### src/shs_cfg.svh
// constants of the sync holdover supervisor
// Notes on behaviour
// RULE1: unit controller drops all RF when free-running
// RULE2: unit controller may run unsynchronised when bridged
// RULE3: local receiver: unsynchronised running optional
// RULE4: radio ignores controller sync state entirely
// RULE5: radio and controller holdover stay independent
// RULE6: holdover optional; otherwise straight to free-running
// RULE7: short holdover bridges grandmaster switchover
// RULE8: controller weighs accuracy beside sync state
// RULE9: controller monitors radio state and quality
// RULE10: controller may back up frequency and time
// RULE11: grandmaster drives reference on some link
// RULE12: radio accepts reference on any port
// RULE13: reference redundancy across links is optional
// RULE14: domain numbers filtered, defaults 24 and 44
// RULE15: clock classes filtered, defaults 6 and 7
// RULE16: free-running stops RF, carriers off, notify
// RULE17: bad clock class drops reference usage
// RULE18: controller stops IQ on management loss
// RULE19: management loss keeps radio RF off
// RULE20: three-state sync plus accuracy gates RF; accuracy here only reaches the status register
// RULE21: acceptance lists writable, defaults on reset
`ifndef SHS_CFG_SVH
`define SHS_CFG_SVH

`define SHS_ADDR_W 8
`define SHS_PORTS 4
`define SHS_PORT_W 2
`define SHS_SLOTS 8
`define SHS_SLOT_W 3
`define SHS_DOM_SLOTS 2

`define SHS_REG_CTRL 8'h00
`define SHS_REG_STATUS 8'h04
`define SHS_REG_NOTICE 8'h08
`define SHS_REG_LAST 8'h0C
`define SHS_LIST_TAG 3'h1

`define SHS_CTRL_HOLD_EN 0
`define SHS_CTRL_REDUN_EN 1
`define SHS_CTRL_CARRIER 2
`define SHS_NOTICE_FREE 0
`define SHS_SLOT_VALID 8

`define SHS_DOM_FULL 8'h18
`define SHS_DOM_PART 8'h2C
`define SHS_CLS_A 8'h06
`define SHS_CLS_B 8'h07
`define SHS_CLS_C 8'h87
`define SHS_CLS_D 8'h8C
`define SHS_CLS_E 8'h96
`define SHS_CLS_F 8'hA0
`define SHS_CLS_G 8'hF8

`define SHS_CLK_MHZ 100
`define SHS_HOLD_US 1000
`define SHS_HOLD_CYC (`SHS_HOLD_US * `SHS_CLK_MHZ)

`endif

### src/shs_pkg.sv
// types of the sync holdover supervisor
package shs_pkg;
    typedef enum logic [1:0] {
        SHS_FREE,
        SHS_LOCKED,
        SHS_HOLD
    } shs_state_e;

    typedef struct packed {
        logic valid;
        logic [1:0] port;
        logic [7:0] domain;
        logic [7:0] clock_class;
    } shs_ann_s;
endpackage : shs_pkg

### src/shs_top.sv
// sync holdover supervisor: state, RF gate, port choice, announce filter
//
// Chosen here: the placing of the registers and the address-and-strobe port.
`include "shs_cfg.svh"
module shs_top #(
    parameter int unsigned HOLD_CYC = `SHS_HOLD_CYC
) (
    // clock and reset
    input wire logic core_clk,
    input wire logic sys_rst,
    // register port
    input wire logic [`SHS_ADDR_W-1:0] addr,
    input wire logic [31:0] wr_data,
    input wire logic wr_en,
    input wire logic rd_en,
    output logic [31:0] rd_data,
    // timing recovery and management plane
    input wire logic ref_locked,
    input wire logic accuracy_ok,
    input wire logic mplane_up,
    input wire shs_pkg::shs_ann_s announce,
    // reference detect pins
    input wire logic [`SHS_PORTS-1:0] sync_present,
    // radio outputs
    output logic rf_tx_enable,
    output logic carrier_active,
    output logic free_notify,
    output shs_pkg::shs_state_e sync_state,
    output logic [`SHS_PORT_W-1:0] active_port,
    output logic port_valid
);
    // pins cross in through two flops
    logic [`SHS_PORTS-1:0] pres_meta;
    logic [`SHS_PORTS-1:0] pres;
    logic port_started;
    logic holdover_en;
    logic redun_en;
    logic class_ok;
    logic free_notice;
    logic acc_flag;
    logic [7:0] last_class;
    logic [7:0] last_domain;
    logic [31:0] hold_cnt;
    shs_pkg::shs_state_e next_state;

    // lowest numbered port with a reference present
    function automatic logic [`SHS_PORT_W-1:0] first_port(input logic [`SHS_PORTS-1:0] p);
        first_port = '0;
        for (int i = `SHS_PORTS - 1; i >= 0; i--) begin
            if (p[i]) begin
                first_port = `SHS_PORT_W'(i);
            end
        end
    endfunction : first_port

    // register decode
    wire hit_ctrl = addr == `SHS_REG_CTRL;
    wire hit_status = addr == `SHS_REG_STATUS;
    wire hit_notice = addr == `SHS_REG_NOTICE;
    wire hit_last = addr == `SHS_REG_LAST;
    wire hit_list = addr[7:5] == `SHS_LIST_TAG;
    wire wr_ctrl = wr_en && hit_ctrl;
    wire clr_free = wr_en && hit_notice && wr_data[`SHS_NOTICE_FREE];
    wire [8:0] list_rd;
    logic [31:0] reg_rd;
    // list words leave their own register: an or, no extra stage
    assign rd_data = reg_rd | {23'h0, list_rd};

    // announce check only on the active reference port
    wire ann_take = announce.valid && port_valid && announce.port == active_port;
    wire chk_done;
    wire dom_ok;
    wire cls_ok;

    // port choice
    wire any_pres = |pres;
    wire [`SHS_PORT_W-1:0] pick = first_port(pres);
    wire cur_present = pres[active_port];
    wire do_start = !port_started && any_pres;
    wire do_switch = port_started && !cur_present && redun_en && any_pres;

    // sync state machine inputs
    wire ref_usable = port_valid && ref_locked && class_ok;
    wire hold_done = hold_cnt >= HOLD_CYC - 1;
    wire enter_free = next_state == shs_pkg::SHS_FREE && sync_state != shs_pkg::SHS_FREE;
    wire carrier_req = wr_ctrl && wr_data[`SHS_CTRL_CARRIER];
    wire next_rf = carrier_active && mplane_up && sync_state != shs_pkg::SHS_FREE;

    shs_accept_mem u_mem (
        .core_clk(core_clk),
        .sys_rst(sys_rst),
        .wr_en(wr_en && hit_list),
        .rd_en(rd_en && hit_list),
        .idx(addr[4:2]),
        .wr_data(wr_data[8:0]),
        .rd_data(list_rd),
        .chk_valid(ann_take),
        .chk_domain(announce.domain),
        .chk_class(announce.clock_class),
        .chk_done(chk_done),
        .dom_ok(dom_ok),
        .cls_ok(cls_ok)
    );

    always_ff @(posedge core_clk) begin
        if (sys_rst) begin
            pres_meta <= '0;
            pres <= '0;
        end else begin
            pres_meta <= sync_present;
            pres <= pres_meta;
        end
    end

    // no controller sync input exists: radio timing stands alone
    always_comb begin
        next_state = sync_state; // see RULE4
        case (sync_state) // see RULE20
            shs_pkg::SHS_FREE: begin
                if (ref_usable) begin
                    next_state = shs_pkg::SHS_LOCKED;
                end
            end
            shs_pkg::SHS_LOCKED: begin
                if (!ref_usable) begin
                    // holdover only if enabled in the control register
                    next_state = holdover_en ? shs_pkg::SHS_HOLD : shs_pkg::SHS_FREE; // see RULE6
                end
            end
            shs_pkg::SHS_HOLD: begin
                if (ref_usable) begin
                    next_state = shs_pkg::SHS_LOCKED;
                end else if (hold_done) begin
                    next_state = shs_pkg::SHS_FREE; // see RULE7
                end
            end
            default: begin
                next_state = shs_pkg::SHS_FREE;
            end
        endcase
    end

    always_ff @(posedge core_clk) begin
        if (sys_rst) begin
            sync_state <= shs_pkg::SHS_FREE;
            hold_cnt <= '0;
        end else begin
            sync_state <= next_state; // see RULE5
            hold_cnt <= (sync_state == shs_pkg::SHS_HOLD && !hold_done) ? hold_cnt + 32'h1 : '0;
        end
    end

    // reselection after startup only when redundancy is on
    always_ff @(posedge core_clk) begin
        if (sys_rst) begin
            port_started <= 1'b0;
            active_port <= '0;
            port_valid <= 1'b0;
        end else if (do_start || do_switch) begin
            port_started <= 1'b1; // see RULE12
            active_port <= pick; // see RULE13
            port_valid <= 1'b1;
        end else begin
            port_valid <= port_started && cur_present;
        end
    end

    // class verdict only counts when domain matched
    always_ff @(posedge core_clk) begin
        if (sys_rst) begin
            class_ok <= 1'b0;
            last_class <= 8'h00;
            last_domain <= 8'h00;
        end else begin
            if (do_switch || !port_valid) begin
                class_ok <= 1'b0;
            end else if (chk_done && dom_ok) begin
                class_ok <= cls_ok; // see RULE17
            end
            if (ann_take) begin
                last_class <= announce.clock_class;
                last_domain <= announce.domain;
            end
        end
    end

    // carriers come back only on an explicit request
    always_ff @(posedge core_clk) begin
        if (sys_rst) begin
            holdover_en <= 1'b0;
            redun_en <= 1'b0;
            carrier_active <= 1'b0;
            free_notice <= 1'b0;
            free_notify <= 1'b0;
            rf_tx_enable <= 1'b0;
            acc_flag <= 1'b0;
        end else begin
            if (wr_ctrl) begin
                holdover_en <= wr_data[`SHS_CTRL_HOLD_EN];
                redun_en <= wr_data[`SHS_CTRL_REDUN_EN];
            end
            if (enter_free) begin
                carrier_active <= 1'b0; // see RULE16
            end else if (wr_ctrl) begin
                carrier_active <= carrier_req && sync_state != shs_pkg::SHS_FREE;
            end
            // set beats a same-cycle clear
            free_notice <= enter_free || (free_notice && !clr_free); // see RULE16
            free_notify <= enter_free;
            rf_tx_enable <= next_rf && !enter_free; // see RULE19
            acc_flag <= accuracy_ok && sync_state != shs_pkg::SHS_FREE; // see RULE20
        end
    end

    always_ff @(posedge core_clk) begin
        if (sys_rst) begin
            reg_rd <= 32'h0000_0000;
        end else if (!rd_en) begin
            reg_rd <= 32'h0000_0000;
        end else if (hit_ctrl) begin
            reg_rd <= {29'h0, carrier_active, redun_en, holdover_en};
        end else if (hit_status) begin
            reg_rd <= {22'h0, class_ok, port_valid, active_port, rf_tx_enable,
                mplane_up, acc_flag, 1'b0, sync_state};
        end else if (hit_notice) begin
            reg_rd <= {31'h0, free_notice};
        end else if (hit_last) begin
            reg_rd <= {16'h0, last_domain, last_class};
        end else begin
            reg_rd <= 32'h0000_0000;
        end
    end
endmodule : shs_top

### src/shs_accept_mem.sv
// acceptance list storage for announce domain and clock class
`include "shs_cfg.svh"
module shs_accept_mem (
    // clock and reset
    input wire logic core_clk,
    input wire logic sys_rst,
    // software access
    input wire logic wr_en,
    input wire logic rd_en,
    input wire logic [`SHS_SLOT_W-1:0] idx,
    input wire logic [8:0] wr_data,
    output logic [8:0] rd_data,
    // announce check
    input wire logic chk_valid,
    input wire logic [7:0] chk_domain,
    input wire logic [7:0] chk_class,
    output logic chk_done,
    output logic dom_ok,
    output logic cls_ok
);
    logic [8:0] slot [`SHS_SLOTS];
    logic [`SHS_SLOTS-1:0] hit_dom;
    logic [`SHS_SLOTS-1:0] hit_cls;
    wire is_dom_slot = idx < `SHS_SLOT_W'(`SHS_DOM_SLOTS);
    wire wr_ok = wr_en && (is_dom_slot || class_allowed(wr_data[7:0]));

    // operators may only pick from the fixed set of classes
    function automatic logic class_allowed(input logic [7:0] c);
        class_allowed = (c == `SHS_CLS_A) || (c == `SHS_CLS_B) || (c == `SHS_CLS_C) ||
            (c == `SHS_CLS_D) || (c == `SHS_CLS_E) || (c == `SHS_CLS_F) ||
            (c == `SHS_CLS_G); // see RULE15
    endfunction : class_allowed

    always_comb begin
        for (int i = 0; i < `SHS_SLOTS; i++) begin
            hit_dom[i] = (i < `SHS_DOM_SLOTS) && slot[i][`SHS_SLOT_VALID] &&
                (slot[i][7:0] == chk_domain); // see RULE14
            hit_cls[i] = (i >= `SHS_DOM_SLOTS) && slot[i][`SHS_SLOT_VALID] &&
                (slot[i][7:0] == chk_class); // see RULE15
        end
    end

    always_ff @(posedge core_clk) begin
        if (sys_rst) begin
            for (int i = 0; i < `SHS_SLOTS; i++) begin
                slot[i] <= 9'h000;
            end
            slot[0] <= {1'b1, `SHS_DOM_FULL}; // see RULE21
            slot[1] <= {1'b1, `SHS_DOM_PART}; // see RULE14
            slot[2] <= {1'b1, `SHS_CLS_A}; // see RULE15
            slot[3] <= {1'b1, `SHS_CLS_B};
        end else if (wr_ok) begin
            slot[idx] <= wr_data; // see RULE21
        end
    end

    always_ff @(posedge core_clk) begin
        if (sys_rst) begin
            rd_data <= 9'h000;
            chk_done <= 1'b0;
            dom_ok <= 1'b0;
            cls_ok <= 1'b0;
        end else begin
            rd_data <= rd_en ? slot[idx] : 9'h000;
            chk_done <= chk_valid;
            dom_ok <= |hit_dom;
            cls_ok <= |hit_cls;
        end
    end
endmodule : shs_accept_mem

### config.mk
export PLATFORM = sky130hd
export DESIGN_NAME = shs_top
export DESIGN_NICKNAME = d
export VERILOG_FILES = /design/src/shs_pkg.sv /design/src/shs_top.sv /design/src/shs_accept_mem.sv
export VERILOG_INCLUDE_DIRS = /design/src /design/src/src
export SDC_FILE = /design/constraint.sdc
export NUM_CORES = 1
export LEC_CHECK = 0
export ABC_AREA = 1
export BUFFER_PORTS_ARGS = -buffer_cell sky130_fd_sc_hd__buf_2
export CORE_UTILIZATION = 48
export DETAILED_ROUTE_END_ITERATION = 8
export GPL_TIMING_DRIVEN = 0
export PLACE_DENSITY = 0.69
export SLEW_MARGIN = 25
export SYNTH_ARGS = -nofsm -noshare
export SYNTH_HDL_FRONTEND = slang
export SYNTH_SLANG_ARGS = --single-unit
### constraint.sdc
create_clock -name core_clk -period 5 [get_ports core_clk]
set_clock_uncertainty 0.2 [all_clocks]
set_input_delay 0.25 -clock core_clk [delete_from_list [all_inputs] [get_ports core_clk]]
set_output_delay 0.25 -clock core_clk [all_outputs]
set_load 0.01 [all_outputs]
==> results_dict.tcl, run 1 <==
set metrics [dict create \
    finalSetupTns_ns 0 \
    hold_viol_final 0 \
    netlist_instances 944 \
    post-route-min-period_ns 2.72 \
    final_max_slew_viol_count 0 \
    synth.avg_cell_area_um2 8.31 \
    dr.pass1.iters 8 \
    synth-simple-area-share_pct 25.3 \
    finalNetCount 1145 \
    cts.sinks 170 \
    htreeDepth 4 \
    synth_cell_types 44 \
    cp_cell_sequence "dlygate4sd3_1 > buf_2 > inv_1 > buf_2 > nand4_1 > nor2_1 > nor2_1 > nand2_4 > nand4_2 > nand2_1" \
    final_cell_mix "nand2_1 (185), nor2_1 (163), inv_1 (99)" \
    wl_per_cell_um 15.5 \
    synth_compound_area_share_pct 10.3 \
    yosysTopAreaCell "edfxtp_1" \
    grt_max_degree 17 \
    postCtsSetupRepairBufs 0 \
    post-route-period-util_pct 54.4 \
    portBuffers 64 \
    cts_buffers 17 \
    crit_arrival_ns 2.59 \
    slowest_delay_ns 0.53 \
    synthTopCellsByArea "edfxtp_1 (28%), dfxtp_1 (25%), nand2_1 (8.9%), nor2_1 (7.8%), inv_1 (4.7%)" \
    netlist_area_um2 7840 \
    p_leak_nw 4.14 \
    hpwl_mm 14.9 \
    core_area_um2 15900 \
    antenna_found_initial 0 \
    ys_dominant_reg_cell "dfxtp_1" \
    synthMuxAreaShare_pct 0 \
    area_growth_pct 19.0 \
    path_delay_family "simple AND/OR/NAND/NOR gates" \
    hold_path.class "in -> reg" \
    root_buffer "clkbuf_16" \
    critPathLaunchType "input pin" \
    grt_pass1_wl_mm 31.3 \
    p_per_area_nw_per_um2 338 \
    ant_nets 0 \
    end_kind "register" \
    start_util_pct 49.2 \
    wirelength_mm 20.2 \
    drc 0 \
    die_h_um 130 \
    async_flop_share_pct 0 \
    peakVddDrop_mv 0.244 \
    vias_per_cell 5.11 \
    dieArea_um2 16900 \
    crit_type "in -> reg" \
    clkLatencyLatePin_ns 0.43 \
    die_x_um 130 \
    gp_routability_congestion 0.974 \
    tritoncts "yes" \
    synth_xor_area_share_pct 3.01 \
    antenna_cells 0 \
    clock_path_buffers 2 \
    ios 110 \
    layout_commonest_cell "nand2_1" \
    n_fill_cell 1438 \
    ctsResizeCount 0 \
    tightest_slew_ns 0.828 \
    max_freq_mhz 368 \
    cts.reportedPaths.clkPinSlew_ns 0.06 \
    gr-total-overflow 0 \
    grt_usage_pct 25.4 \
    yosys_warnings 0 \
    crit_buf_inv 4 \
    yosys.area_share.adder_pct 0.160 \
    outcome "finished clean" \
    drt_iter0_drc 593 \
    max_slew_margin_pct 44.8 \
    num_vias 6654 \
    rsz0062_at_grt "no" \
    yosysSeqAreaShare_pct 52.6 \
    synth_top_family_by_area "simple AND/OR/NAND/NOR gates" \
    finish.utilization_pct 58.6 \
    setup_violations 0 \
    drive_above_1_share_pct 15.2 \
    grt_pass1_vias 5983 \
    required_ns 4.87 \
    slowest_stage "nand2_1" \
    rows 46 \
    cp_max_fo 10 \
    synth_edf_count 72 \
    max_cap_viol_count 0 \
    ys_seq_elements 170 \
    synth_top_area_share_pct 27.6 \
]
repair_timing:
item	4_1_cts	5_1_grt
endpoints found under the setup margin	0	0
hold endpoints to repair	20	0
hold buffers	17	0
state kept, by name, summed over array words and instances (netlist names), 2 cells and up:
name,count
pres_meta,4
hold_cnt,32
pres,4
u_mem.rd_data,9
u_mem.slot,72
last_class,8
reg_rd,16
active_port,2
last_domain,8
sync_state,2
worst reg2reg max path, delay by kind of cell, from the launching register on:
family                   cells  cell delay (ns)
adder cells (fa/ha/maj)      1             0.18
buffers and inverters        1             0.30
flip-flops                   1             0.35
AND/OR/NAND/NOR              7             0.96
metrics by stage:
stage               hold WS (ns)  instances  setup slack, ns  total power, mW  cell area (um2)
finish                    0.0180       1303             2.28             3.16             9340
global route              0.0226       1303             2.05             3.26             9340
CTS                      0.00776       1303             2.28             3.16             9340
detailed placement         0.195       1254             2.11             1.81             8550
global placement           0.194       1254             2.19             1.81             8550
floorplan                  0.157        974             3.04             1.71             7960
power by group:
group          switching (mW)  internal [mW]  leakage [nW]  total [mW]
Combinational           0.173         0.0930          2.33       0.266
Sequential             0.0382           1.50          1.49        1.53
Clock                   0.522          0.836         0.313        1.36
layer usage:
metal	GRT usage (%)	part of all wire, %
met1	35.0	45
met2	38.8	43
met3	5.13	9.2
met4	11.2	2.7
met5	0	0
logic make-up after synthesis:
kind of cell	after synthesis
AND/OR/NAND/NOR	454
adder cells (fa/ha/maj)	1
buffers and inverters	151
AO/OA/AOI/OAI	140
XOR/XNOR	27
flip-flops	170
other	1
synth_stat cells (2+ instances only):
library cell and n:
nor3_1 5, o22ai_1 9, clkinv_1 2, or2_2 14, xor2_1 17, nor2_2 2, a211oi_1 4, inv_2 5
a22oi_1 7, nor3b_1 5, nand4_2 6, nor2_1 163, xnor2_1 10, o2111ai_1 5, a31oi_1 2, nor2_4 2
inv_1 99, clkbuf_1 10, nand3b_1 2, o21ai_0 44, buf_2 9, o211ai_1 3, buf_4 25, nand4_1 12
edfxtp_1 72, a221oi_1 4, a21boi_0 4, a21oi_1 53, nand3_1 53, nand2_1 185, dfxtp_1 98
area by class of cell:
type	instances	area [um2]	area share (%)
inverters	107	404	4.33
flip-flops and latches	170	4120	44.2
repair buffers	81	490	5.25
plain buffers	44	270	2.89
clock inverters	11	140	1.50
multi-input cells	653	3160	33.8
well taps	216	270	2.89
clock buffers	21	480	5.15
path summary, 6_finish.rpt:
kind                      end    startpoint  depth (start not counted)  slack (ns)
max          u_mem.slot[6][6]    wr_data[0]                         10        2.28
min             sync_state[0]    ref_locked                          5        0.02
max reg2reg       hold_cnt[7]   hold_cnt[0]                          9        2.91
min reg2reg           pres[2]  pres_meta[2]                          2        0.21
(Power assumes the default switching activity.)
==> inputs of run 2 (changes only) <==
==> constraint.sdc (replaced) <==
create_clock -name core_clk -period 2.8 [get_ports core_clk]
set_clock_uncertainty 0.2 [all_clocks]
set_input_delay 0.14 -clock core_clk [delete_from_list [all_inputs] [get_ports core_clk]]
set_output_delay 0.14 -clock core_clk [all_outputs]
set_load 0.01 [all_outputs]
==> results_dict.tcl, run 2 (same netlist as run 1, synthesis figures left out) <==
set metrics [dict create \
    grt_pass1_vias 6092 \
    post-route-min-period_ns 2.67 \
    path_delay_family "simple AND/OR/NAND/NOR gates" \
    crit_arrival_ns 2.54 \
    wirelength_mm 20.6 \
    clock_path_buffers 2 \
    cp_common_cell "nand2_1" \
    gp_routability_congestion 0.974 \
    gr-total-overflow 0 \
    rows 46 \
    pwr-share-clk_pct 42.9 \
    antenna_found_initial 0 \
    hold_viol_final 0 \
    p_switching_mw 1.32 \
    crit_buf_inv 2 \
    cp_max_fo 10 \
    finalSetupTns_ns 0 \
    critPathLaunchType "input pin" \
    grt_usage_pct 25.6 \
    grt_max_degree 17 \
    swShare_pct 23.3 \
    portBuffers 64 \
    die_x_um 130 \
    start_util_pct 49.2 \
    clkLatencyLatePin_ns 0.43 \
    tightest_slew_ns 0.822 \
    cts_buffers 17 \
    dieArea_um2 16900 \
    postCtsSetupRepairBufs 0 \
    hpwl_mm 14.9 \
    p_leak_nw 4.22 \
    max_slew_margin_pct 45.2 \
    wl_per_cell_um 15.6 \
    antenna_cells 0 \
    setup_violations 0 \
    cts.sinks 170 \
    hold_path.class "in -> reg" \
    p_seq_share_pct 48.3 \
    drt_iter0_drc 633 \
    rsz0062_at_grt "no" \
    ant_nets 0 \
    max_cap_viol_count 0 \
    worstHoldStart "addr[3]" \
    regMostFlops "u_mem.slot" \
    p_per_area_nw_per_um2 594 \
    root_buffer "clkbuf_16" \
    startpoint "addr[6]" \
    final_max_slew_viol_count 0 \
    htreeDepth 4 \
    finalNetCount 1164 \
    num_vias 6766 \
    drive_above_1_share_pct 14.9 \
    final_cell_mix "nand2_1 (185), nor2_1 (163), inv_1 (99)" \
    layout_commonest_cell "nand2_1" \
    dr.pass1.iters 5 \
    pwr-share-comb_pct 8.7 \
    die_h_um 130 \
    core_area_um2 15900 \
    largest_reg_flops 72 \
    outcome "finished clean" \
    slowest_stage "nand2_1" \
    cp_cell_sequence "dlygate4sd3_1 > buf_2 > nor2_1 > nand2_1 > nor3_4 > nand4_2 > nand2_1" \
    grt_pass1_wl_mm 31.6 \
    drc 0 \
    peakVddDrop_mv 0.437 \
    total_power_mw 5.67 \
    end_kind "register" \
    area_growth_pct 21.6 \
    post-route-period-util_pct 95.3 \
    crit_type "in -> reg" \
    vias_per_cell 5.12 \
    reg.largest.list "u_mem.slot (72), hold_cnt (32), reg_rd (16)" \
    cts.reportedPaths.clkPinSlew_ns 0.06 \
    max_freq_mhz 375 \
    p_int_mw 4.34 \
    slowest_delay_ns 0.55 \
    tritoncts "yes" \
    required_ns 2.67 \
    ios 110 \
    r2r-start "hold_cnt[0]" \
]
run 2: routing by layer:
layer	vias up	track usage (%)	part of all wire (%)
met4	0	11.1	2.8
met5	-	0	0
met2	307	39.4	43
met3	41	5.21	8.3
li1	3343	-	-
met1	3075	35.0	46
run 2: path summary, 6_finish.rpt:
path              depth (start not counted)          endpoint  slack (ns)
setup / recovery                          7  u_mem.slot[6][0]        0.13
hold / removal                            3  u_mem.slot[1][3]        0.01
setup reg to reg                          9      hold_cnt[10]        0.71
hold reg to reg                           2           pres[2]        0.20
run 2: final cells by class:
type / instances / area [um2]
Clock buffer: 21 / 480
Inverter: 107 / 405
Tap cell: 216 / 270
Clock inverter: 11 / 140
Fill cell: 1415 / 6400
Timing Repair Buffer: 100 / 681
Sequential cell: 170 / 4120
Buffer: 44 / 273
Multi-Input combinational cell: 653 / 3160
run 2: worst register-to-register path, delay by kind of cell (launching register included):
kind / cells / cell delay [ns]
adders and majority gates: 1 / 0.18
DFF: 1 / 0.35
and+or+nand+nor: 7 / 0.96
buffers and inverters: 1 / 0.30
run 2: power by group through the flow:
| stage | Combinational (mW) | Clock [mW] | Sequential, mW |
|---|---|---|---|
| final | 0.494 | 2.43 | 2.74 |
| after global routing | 0.547 | 2.54 | 2.75 |
| after CTS | 0.482 | 2.44 | 2.74 |
| after detailed placement | 0.446 | 0 | 2.79 |
| after global placement | 0.442 | 0 | 2.79 |
| after floorplan | 0.300 | 0 | 2.76 |
run 2: repair_timing:
item | 4_1_cts | 5_1_grt
gates resized for setup | 0 | 4
endpoints found under the setup margin | 0 | 13
hold endpoints to repair | 51 | 0
hold buffers | 36 | 0
run 2: through the flow:
stage                     cells  setup slack, ns  hold slack [ns]  cell area [um2]  util (%)
after floorplan             974            0.946           0.0470             7960         -
after global placement     1254           0.0961            0.142             8550      53.6
after detailed placement   1254           0.0165            0.150             8550      53.6
after CTS                  1322            0.180          0.00268             9530      59.8
after global routing       1322           0.0334           0.0315             9540      59.8
final                      1322            0.131           0.0129             9540      59.8
